<file path="src/rtl/fcs_pkg.sv">
// Package for the flash command sequencer: command addresses, codes, patterns and shared types.
// Assumes an 8-bit CPU bus with 16-bit addresses on the same clock as the sequencer.
package fcs_pkg;

  // ************************************************************
  // Command-enable field patterns
  // ************************************************************
  localparam int unsigned CMD_FIELD_W = 4;
  localparam logic [3:0] CMD_UNLOCK = 4'h3;
  localparam logic [3:0] CMD_LOCK = 4'hC;

  // ************************************************************
  // Command sequence addresses and data codes
  // ************************************************************
  localparam logic [15:0] CMD_ADDR_A = 16'hF555;
  localparam logic [15:0] CMD_ADDR_B = 16'hFAAA;
  localparam logic [7:0] CODE_FIRST = 8'hAA;
  localparam logic [7:0] CODE_SECOND = 8'h55;
  localparam logic [7:0] CODE_ERASE_SETUP = 8'h80;
  localparam logic [7:0] CODE_WRITE_SETUP = 8'hA0;
  localparam logic [7:0] CODE_SECTOR_ERASE = 8'h30;

  // ************************************************************
  // Memory map
  // ************************************************************
  localparam logic [15:0] FLASH_BASE = 16'h1000;
  localparam logic [15:0] BOOT_BASE = 16'h7800;
  localparam logic [15:0] BOOT_LAST = 16'h7FFF;
  localparam int unsigned BOOT_BYTES = 2048;
  localparam int unsigned BANK_BIT = 15;

  // ************************************************************
  // Status byte returned while an operation runs
  // ************************************************************
  localparam int unsigned STAT_TOGGLE_POS = 6;
  localparam int unsigned STAT_POLL_POS = 7;
  localparam logic [7:0] STAT_RESET = 8'h00;

  typedef enum logic [3:0] {
    ST_IDLE,
    ST_CYC1,
    ST_CYC2,
    ST_ERA3,
    ST_ERA4,
    ST_ERA5,
    ST_WR3,
    ST_LAUNCH,
    ST_BUSY
  } fcs_state_e;

  typedef struct packed {
    logic wr;
    logic rd;
    logic [15:0] addr;
    logic [7:0] wdata;
  } fcs_bus_s;

endpackage

</file>
<file path="src/rtl/fcs_addr_map.sv">
// Address decoder of the flash command sequencer: boot ROM window and flash array translation.
// Assumes the serial programming mode level is already synchronised to the caller's clock.
`timescale 1ns/1ps
`default_nettype none
module fcs_addr_map (
  // Bus side
  input wire logic [15:0] cpuAddr,
  input wire logic serialMode,
  // Decoded side
  output logic bootSel,
  output logic flashSel,
  output logic [15:0] arrayAddr,
  output logic arrayBank
);

  // Boot ROM only shadows flash in serial mode; command targets always reach flash
  always_comb
  begin
    bootSel = serialMode && (cpuAddr >= fcs_pkg::BOOT_BASE) && (cpuAddr <= fcs_pkg::BOOT_LAST);
    flashSel = (cpuAddr >= fcs_pkg::FLASH_BASE);
    arrayAddr = 16'(cpuAddr - fcs_pkg::FLASH_BASE);
    arrayBank = arrayAddr[fcs_pkg::BANK_BIT];
  end

endmodule
`default_nettype wire

</file>
<file path="src/rtl/fcs_sequencer.sv">
// Flash command sequencer: lock, command decoding, array launch and status reads.
// Assumes the flash array raises arrayBusy one cycle after a launch pulse and returns read data combinationally.
`timescale 1ns/1ps
`default_nettype none
// Contract
// - Command sequences are accepted only after the command-enable field is written with 0011B.
// - Writing 1100B into the command-enable field locks the controller so later sequences are ignored.
// - Sector erase is AAh@F555h, 55h@FAAAh, 80h@F555h, AAh@F555h, 55h@FAAAh, then 30h inside the sector.
// - Byte write is AAh@F555h, 55h@FAAAh, A0h@F555h, then the data byte at the destination.
// - A byte write reaches its location with no bank selected by software.
// - Reads of flash during an operation differ from read to read, and two equal reads mean done.
// - Flash reads during an operation return status instead of array contents.
// - In serial programming mode the 2048-byte boot ROM answers at 7800h to 7FFFh.
// - In serial programming mode flash is two banks and command addresses 1000h-FFFFh are translated.
module fcs_sequencer (
  // Clock and reset
  input wire logic clk_sys,
  input wire logic rst_n,
  // Command-enable field write
  input wire logic ctlWrite,
  input wire logic [3:0] ctlField,
  // CPU bus
  input wire fcs_pkg::fcs_bus_s cpuBus,
  output logic [7:0] cpuRdata,
  // Mode pin
  input wire logic serialModePin,
  // Boot ROM
  input wire logic [7:0] bootRdata,
  output logic bootSel,
  // Flash array
  input wire logic [7:0] arrayRdata,
  input wire logic arrayBusy,
  output logic [15:0] arrayRdAddr,
  output logic arrayWrite,
  output logic arrayErase,
  output logic [15:0] arrayOpAddr,
  output logic arrayOpBank,
  output logic [7:0] arrayOpData,
  // Status
  output logic cmdUnlocked,
  output logic opActive
);

  // ************************************************************
  // Mode pin synchroniser and address decode
  // ************************************************************
  logic serialMeta;
  logic serialMode;
  logic flashSel;
  logic rdBank;

  always_ff @(posedge clk_sys or negedge rst_n)
  begin
    if (!rst_n)
    begin
      serialMeta <= 1'b0;
      serialMode <= 1'b0;
    end
    else
    begin
      serialMeta <= serialModePin;
      serialMode <= serialMeta;
    end
  end

  fcs_addr_map uMap (
    .cpuAddr(cpuBus.addr),
    .serialMode(serialMode),
    .bootSel(bootSel),
    .flashSel(flashSel),
    .arrayAddr(arrayRdAddr),
    .arrayBank(rdBank)
  );

  function automatic logic hit(input fcs_pkg::fcs_bus_s b, input logic [15:0] a, input logic [7:0] d);
    hit = b.wr && (b.addr == a) && (b.wdata == d);
  endfunction

  // ************************************************************
  // Lock and command state
  // ************************************************************
  fcs_pkg::fcs_state_e state;
  fcs_pkg::fcs_state_e next_state;
  fcs_pkg::fcs_state_e restart;
  logic next_cmdUnlocked;
  logic next_arrayWrite;
  logic next_arrayErase;
  logic [15:0] next_arrayOpAddr;
  logic next_arrayOpBank;
  logic [7:0] next_arrayOpData;

  always_comb
  begin
    next_cmdUnlocked = cmdUnlocked;
    if (ctlWrite && ctlField == fcs_pkg::CMD_UNLOCK)
      next_cmdUnlocked = 1'b1;
    else if (ctlWrite && ctlField == fcs_pkg::CMD_LOCK)
      next_cmdUnlocked = 1'b0;
    // A broken pattern may itself be a valid first cycle, so it restarts instead of idling
    restart = hit(cpuBus, fcs_pkg::CMD_ADDR_A, fcs_pkg::CODE_FIRST) ? fcs_pkg::ST_CYC1 : fcs_pkg::ST_IDLE;
    next_state = state;
    next_arrayWrite = 1'b0;
    next_arrayErase = 1'b0;
    next_arrayOpAddr = arrayOpAddr;
    next_arrayOpBank = arrayOpBank;
    next_arrayOpData = arrayOpData;
    case (state)
      fcs_pkg::ST_IDLE:
        if (cmdUnlocked && cpuBus.wr)
          next_state = restart;
      fcs_pkg::ST_CYC1:
        if (cpuBus.wr)
          next_state = hit(cpuBus, fcs_pkg::CMD_ADDR_B, fcs_pkg::CODE_SECOND) ? fcs_pkg::ST_CYC2 : restart;
      fcs_pkg::ST_CYC2:
        if (hit(cpuBus, fcs_pkg::CMD_ADDR_A, fcs_pkg::CODE_ERASE_SETUP))
          next_state = fcs_pkg::ST_ERA3;
        else if (hit(cpuBus, fcs_pkg::CMD_ADDR_A, fcs_pkg::CODE_WRITE_SETUP))
          next_state = fcs_pkg::ST_WR3;
        else if (cpuBus.wr)
          next_state = restart;
      fcs_pkg::ST_ERA3:
        if (cpuBus.wr)
          next_state = hit(cpuBus, fcs_pkg::CMD_ADDR_A, fcs_pkg::CODE_FIRST) ? fcs_pkg::ST_ERA4 : fcs_pkg::ST_IDLE;
      fcs_pkg::ST_ERA4:
        if (cpuBus.wr)
          next_state = hit(cpuBus, fcs_pkg::CMD_ADDR_B, fcs_pkg::CODE_SECOND) ? fcs_pkg::ST_ERA5 : restart;
      fcs_pkg::ST_ERA5:
        if (cpuBus.wr && flashSel && cpuBus.wdata == fcs_pkg::CODE_SECTOR_ERASE)
        begin
          next_state = fcs_pkg::ST_LAUNCH;
          next_arrayErase = 1'b1;
          next_arrayOpAddr = arrayRdAddr;
          next_arrayOpBank = rdBank;
        end
        else if (cpuBus.wr)
          next_state = restart;
      fcs_pkg::ST_WR3:
        if (cpuBus.wr && flashSel)
        begin
          next_state = fcs_pkg::ST_LAUNCH;
          next_arrayWrite = 1'b1;
          next_arrayOpAddr = arrayRdAddr;
          next_arrayOpBank = rdBank;
          next_arrayOpData = cpuBus.wdata;
        end
        else if (cpuBus.wr)
          next_state = fcs_pkg::ST_IDLE;
      fcs_pkg::ST_LAUNCH:
        next_state = fcs_pkg::ST_BUSY;
      fcs_pkg::ST_BUSY:
        if (!arrayBusy)
          next_state = fcs_pkg::ST_IDLE;
      default:
        next_state = fcs_pkg::ST_IDLE;
    endcase
    // Locking abandons any partial sequence, but a launched operation still finishes
    if (!cmdUnlocked && state != fcs_pkg::ST_LAUNCH && state != fcs_pkg::ST_BUSY)
    begin
      next_state = fcs_pkg::ST_IDLE;
      next_arrayWrite = 1'b0;
      next_arrayErase = 1'b0;
    end
  end

  always_ff @(posedge clk_sys or negedge rst_n)
  begin
    if (!rst_n)
    begin
      state <= fcs_pkg::ST_IDLE;
      cmdUnlocked <= 1'b0;
      arrayWrite <= 1'b0;
      arrayErase <= 1'b0;
      arrayOpAddr <= 16'h0000;
      arrayOpBank <= 1'b0;
      arrayOpData <= 8'h00;
    end
    else
    begin
      state <= next_state;
      cmdUnlocked <= next_cmdUnlocked;
      arrayWrite <= next_arrayWrite;
      arrayErase <= next_arrayErase;
      arrayOpAddr <= next_arrayOpAddr;
      arrayOpBank <= next_arrayOpBank;
      arrayOpData <= next_arrayOpData;
    end
  end

  assign opActive = (state == fcs_pkg::ST_LAUNCH) || (state == fcs_pkg::ST_BUSY);

  // ************************************************************
  // Read path and status toggling
  // ************************************************************
  logic toggleBit;
  logic next_toggleBit;
  logic [7:0] next_cpuRdata;
  logic statusRead;

  always_comb
  begin
    statusRead = cpuBus.rd && !bootSel && flashSel && opActive;
    next_toggleBit = toggleBit;
    next_cpuRdata = cpuRdata;
    if (cpuBus.rd && bootSel)
      next_cpuRdata = bootRdata;
    else if (statusRead)
    begin
      // Any flash read outside the boot ROM window, vector fetches included, sees status here; software must keep interrupts off
      next_toggleBit = !toggleBit;
      next_cpuRdata = fcs_pkg::STAT_RESET;
      next_cpuRdata[fcs_pkg::STAT_TOGGLE_POS] = !toggleBit;
      next_cpuRdata[fcs_pkg::STAT_POLL_POS] = !arrayOpData[fcs_pkg::STAT_POLL_POS];
    end
    else if (cpuBus.rd)
      next_cpuRdata = arrayRdata;
  end

  always_ff @(posedge clk_sys or negedge rst_n)
  begin
    if (!rst_n)
    begin
      toggleBit <= 1'b0;
      cpuRdata <= 8'h00;
    end
    else
    begin
      toggleBit <= next_toggleBit;
      cpuRdata <= next_cpuRdata;
    end
  end

  // ************************************************************
  // Assertions
  // ************************************************************
  property p_unlock;
    @(posedge clk_sys) disable iff (!rst_n) ctlWrite && ctlField == fcs_pkg::CMD_UNLOCK |=> cmdUnlocked;
  endproperty
  a_unlock: assert property (p_unlock) else $error("Unlock pattern did not enable commands");

  property p_locked_quiet;
    @(posedge clk_sys) disable iff (!rst_n) !cmdUnlocked |=> !arrayWrite && !arrayErase;
  endproperty
  a_locked_quiet: assert property (p_locked_quiet) else $error("Array launched while locked");

  property p_lock;
    @(posedge clk_sys) disable iff (!rst_n) ctlWrite && ctlField == fcs_pkg::CMD_LOCK |=> !cmdUnlocked ##1 !arrayWrite;
  endproperty
  a_lock: assert property (p_lock) else $error("Lock pattern did not lock");

  property p_erase;
    @(posedge clk_sys) disable iff (!rst_n)
      state == fcs_pkg::ST_ERA5 && cmdUnlocked && flashSel && cpuBus.wr && cpuBus.wdata == fcs_pkg::CODE_SECTOR_ERASE
      |=> arrayErase && !arrayWrite && arrayOpAddr == 16'($past(cpuBus.addr) - fcs_pkg::FLASH_BASE) ##1 !arrayErase;
  endproperty
  a_erase: assert property (p_erase) else $error("Sector erase not launched");

  property p_write;
    @(posedge clk_sys) disable iff (!rst_n)
      state == fcs_pkg::ST_WR3 && cmdUnlocked && flashSel && cpuBus.wr
      |=> arrayWrite && arrayOpData == $past(cpuBus.wdata) && arrayOpBank == arrayOpAddr[fcs_pkg::BANK_BIT];
  endproperty
  a_write: assert property (p_write) else $error("Byte write not launched");

  property p_translate;
    @(posedge clk_sys) disable iff (!rst_n)
      state == fcs_pkg::ST_WR3 && cmdUnlocked && flashSel && cpuBus.wr
      |=> arrayOpAddr == 16'($past(cpuBus.addr) - fcs_pkg::FLASH_BASE);
  endproperty
  a_translate: assert property (p_translate) else $error("Write address not translated");

  property p_status_toggle;
    @(posedge clk_sys) disable iff (!rst_n) statusRead |=> cpuRdata[fcs_pkg::STAT_TOGGLE_POS] != $past(toggleBit);
  endproperty
  a_status_toggle: assert property (p_status_toggle) else $error("Status read did not toggle");

  property p_no_array_data;
    @(posedge clk_sys) disable iff (!rst_n)
      statusRead |=> cpuRdata[5:0] == fcs_pkg::STAT_RESET[5:0];
  endproperty
  a_no_array_data: assert property (p_no_array_data) else $error("Array data leaked during operation");

  property p_boot;
    @(posedge clk_sys) disable iff (!rst_n)
      cpuBus.rd && serialMode && cpuBus.addr >= fcs_pkg::BOOT_BASE && cpuBus.addr <= fcs_pkg::BOOT_LAST
      |=> cpuRdata == $past(bootRdata);
  endproperty
  a_boot: assert property (p_boot) else $error("Boot ROM window not decoded");

  property p_break;
    @(posedge clk_sys) disable iff (!rst_n)
      state == fcs_pkg::ST_CYC1 && cpuBus.wr && !hit(cpuBus, fcs_pkg::CMD_ADDR_B, fcs_pkg::CODE_SECOND)
      |=> state != fcs_pkg::ST_CYC2 && !arrayWrite && !arrayErase;
  endproperty
  a_break: assert property (p_break) else $error("Broken sequence not abandoned");

  c_erase: cover property (@(posedge clk_sys) disable iff (!rst_n) arrayErase ##[1:50] state == fcs_pkg::ST_IDLE);
  c_write: cover property (@(posedge clk_sys) disable iff (!rst_n) arrayWrite);
  c_status: cover property (@(posedge clk_sys) disable iff (!rst_n) statusRead ##[1:5] statusRead);
  c_lock: cover property (@(posedge clk_sys) disable iff (!rst_n) cmdUnlocked ##1 !cmdUnlocked);

endmodule
`default_nettype wire
</file>
<file path="config.mk">
export PLATFORM = sky130hd
export DESIGN_NAME = fcs_sequencer
export DESIGN_NICKNAME = d
export VERILOG_FILES = /design/src/rtl/fcs_pkg.sv /design/src/rtl/fcs_addr_map.sv /design/src/rtl/fcs_sequencer.sv
export SDC_FILE = /design/constraint.sdc
export NUM_CORES = 1
export LEC_CHECK = 0
export ABC_AREA = 1
export BUFFER_PORTS_ARGS = -buffer_cell sky130_fd_sc_hd__clkbuf_2
export CAP_MARGIN = 20
export CORE_MARGIN = 4
export CORE_UTILIZATION = 35
export DETAILED_ROUTE_END_ITERATION = 8
export PLACE_DENSITY = 0.59
export REMOVE_ABC_BUFFERS = 1
export SYNTH_ARGS = -nofsm -noshare
export SYNTH_HDL_FRONTEND = slang
export SYNTH_SLANG_ARGS = --single-unit
</file>
<file path="constraint.sdc">
create_clock -name clk_sys -period 1.55 [get_ports clk_sys]
set_input_delay 0.155 -clock clk_sys [delete_from_list [all_inputs] [get_ports clk_sys]]
set_output_delay 0.155 -clock clk_sys [all_outputs]
set_load 0.05 [all_outputs]
</file>
==> flow_summary.yaml <==
placed_design:
  port_buffers: 104
  place_congestion: 0.857
  hpwlAfterDp_um: 5510
  pre_cts_ws_ns: -0.132
layout:
  fin_util_pct: 50.3
  diodes: 0
  drive_above_1_share_pct: 38.1
  final_nets: 522
  syn2layout_area_growth_pct: 38.2
setup_path:
  worst_path_dominant_cell_family: "flip-flops"
  cp-start-kind: "flip-flop"
  crit_path_end_kind: "primary output"
  cp_slowest_cell: "dfrtp_1"
  crit_top_cell: "inv_2"
  cp-startpoint: "state[1]$_DFFE_PN0P_"
  max_stage_delay_ns: 0.39
  criticalPathCategory: "flip-flop to primary output"
  critical_path.max_fanout: 5
  worstPathCellList: "inv_2 -> nand2_4 -> nor3_4 -> nor2_2 -> inv_2 -> buf_8"
  crit_required_ns: 1.39
  crit_buf_inv: 3
  critPathArrivalTime_ns: 1.44
  reg2reg_from: "state[1]$_DFFE_PN0P_"
global_routing:
  antenna_found_initial: 0
  grt_max_degree: 27
  grt_pass1_vias: 2452
  grt_util_all_layers_pct: 16.4
  grt_first_pass_wirelength_um: 11400
  gr-total-overflow: 0
detailed_routing:
  ant_nets: 0
  drc: 0
  drtIter0Drc: 107
  drt-wirelength-per-cell_um: 12.2
  viasPerCell: 4.47
  vias: 2532
  dr.pass1.iters: 4
  wl_um: 6880
min_path:
  min_from: "ctlField[3]"
  hold_path.class: "input port to flip-flop"
sta:
  period_minus_slack_ns: 1.59
  setup_viol: 14
  drv_slew: 0
  rsz0062_at_grt: "yes"
  relSlewSlack_pct: 68.2
  fin_worst_skew_ns: 0.00450
  worst_slack_ns: -0.0409
  min_period_over_period_pct: 103
  worstMarginPinSlew_ns: 0.477
  fmax_mhz: 629
  hold_viol_final: 0
floorplanning:
  die_h_um: 92.3
  rows: 30
  die-area_um2: 8520
  core_area_um2: 6830
  fp.dieW_um: 92.3
  initial_core_util_pct: 36.4
  io_pins: 105
synthesis:
  postSynthAreaPerCell_um2: 7.19
  synth_cell_type_count: 30
  netlist_instances: 346
  ys_seq_area_share_pct: 42.3
  synth_compound_area_share_pct: 7.44
  synth_warnings: 0
  synth-seq-cells: 42
  yosys.area_share.simple_pct: 35.9
  synthAdderAreaFrac_pct: 1.01
  yosys.area_share.xor_xnor_pct: 0.704
  synth_top_family_by_area: "simple AND/OR/NAND/NOR gates"
  synth.cell_area_um2: 2490
  synth.area.mux_share_pct: 0
clock_tree:
  clock_latency_ns: 0.30
  clk_pin_slew_ns: 0.08
  cts_tree: "built"
  cts.sinks: 42
  cts-root-buf: "clkbuf_8"
  htree_levels: 2
  numCtsBuffers: 5
  cts_max_path_buffers: 2
power_and_ir_drop:
  p_leak_nw: 1.96
  power_density_nw_per_um2: 713
  ir_worst_vdd_uv: 501
status:
  failed_checks: "setup timing"
  outcome: "finished, violations left"
run:
  drv_cap: 0
-- per-layer routing --
layer	global-route usage [%]	wire (µm)	vias to the layer above
li1	-	-	1309
met1	20.4	2990	1153
met2	28.8	3420	62
met4	3.34	70	0
met3	3.98	398	8
met5	0	0	-
-- path summary, 6_finish.rpt --
check | endpoint | slack (ns) | depth (start not counted)
hold / removal | cmdUnlocked$_DFFE_PN0P_ | 0.06 | 2
setup reg to reg | arrayOpAddr[1]$_DFFE_PN0P_ | -0.04 | 8
max in group asynchronous | arrayOpAddr[14]$_DFFE_PN0P_ | 0.71 | 3
hold reg to reg | serialMode$_DFF_PN0_ | 0.36 | 0
min in group asynchronous | cmdUnlocked$_DFFE_PN0P_ | 0.34 | 2
setup / recovery | opActive | -0.04 | 6
-- flip-flops by register name, indices dropped and copies added (netlist names) --
name and cells:
arrayWrite 1, cmdUnlocked 1, cpuRdata 8, arrayOpData 8
arrayErase 1, arrayOpAddr 16, state 4, serialMode 1
serialMeta 1, toggleBit 1
-- synthesized netlist by cell type --
| library cell | number | area (µm²) |
|---|---|---|
| nor4_1 | 1 | 6.26 |
| o21ai_2 | 11 | 96.3 |
| nand2_2 | 1 | 6.26 |
| inv_2 | 6 | 22.5 |
| nor2_2 | 1 | 6.26 |
| dfrtp_1 | 42 | 1050 |
| nor3_4 | 1 | 16.3 |
| a21oi_2 | 1 | 8.76 |
| o2111ai_1 | 1 | 8.76 |
| clkinv_1 | 1 | 3.75 |
| nor2_1 | 39 | 146 |
| inv_1 | 34 | 128 |
| o21ai_0 | 4 | 20.0 |
| nor2_4 | 1 | 11.3 |
| or2_1 | 1 | 6.26 |
| buf_6 | 3 | 33.8 |
| nand4_1 | 3 | 18.8 |
| buf_4 | 15 | 113 |
| nor3_1 | 5 | 25.0 |
| o21ai_1 | 3 | 15.0 |
| o21bai_1 | 1 | 7.51 |
| ha_1 | 2 | 25.0 |
| buf_2 | 3 | 15.0 |
| xor2_1 | 2 | 17.5 |
| nor3b_1 | 1 | 7.51 |
| a21oi_1 | 2 | 10.0 |
| nor3_2 | 2 | 20.0 |
| nand2_1 | 126 | 473 |
| nand3_1 | 30 | 150 |
| o22ai_1 | 3 | 18.8 |
-- through the flow --
step                      std cells  TNS (ns)  hold slack [ns]  power [mW]  area (µm²)
after CTS                       560   -0.0106           0.0544        2.47        3320
after floorplan                 325     -9.48           -0.141        1.41        2330
after global routing            566     -1.96           0.0691        2.59        3440
after global placement          548    -0.856            0.133        1.71        3160
after detailed placement        548     -2.10            0.136        1.71        3160
final                           566    -0.372           0.0628        2.45        3440
-- cell usage in the layout, fill, tap and decap left out, types with 2 or more instances in the layout --
cell type	netlist	final
nand2_1	126	126
clkbuf_2	0	103
dfrtp_1	42	42
nor2_1	39	37
inv_1	34	31
nand3_1	30	28
buf_4	15	26
o21ai_2	11	10
inv_2	6	9
clkbuf_8	0	6
o21ai_0	4	4
nor2_2	1	3
nor3_4	1	3
nand4_1	3	3
o22ai_1	3	3
nor3_1	5	3
buf_6	3	3
xor2_1	2	2
a21oi_2	1	2
o21ai_4	0	2
o21ai_1	3	2
nor3_2	2	2
ha_1	2	2
dlygate4sd3_1	0	2
buf_12	0	2
-- area by class of cell --
type / count / area [µm²]
sequential: 42 / 1050
timing repair buffer: 137 / 820
clock buffer: 6 / 82.6
tap: 96 / 120
fill: 695 / 3390
inverter: 41 / 154
multi-input combinational: 242 / 1200
clock inverter: 2 / 12.5
-- power breakdown --
group / switching, mW / internal [mW] / total [mW]
logic: 0.391 / 0.165 / 0.555
registers: 0.0164 / 1.13 / 1.14
clock network: 0.393 / 0.358 / 0.752
total: 0.800 / 1.65 / 2.45
-- what timing repair did --
action | CTS | global route
pin swaps | 1 | 9
hold buffers | 2 | 0
buffers inserted | 2 | 6
setup endpoints to repair | 6 | 34
resized for setup | 4 | 20
endpoints found under the hold margin | 17 | 0
-- logic make-up after synthesis --
group,count (synthesis)
simple gates,212
buf+inv,62
flops,42
compound gates,26
xor+xnor,2
fa+ha+maj,2
(Power assumes the default switching activity.)
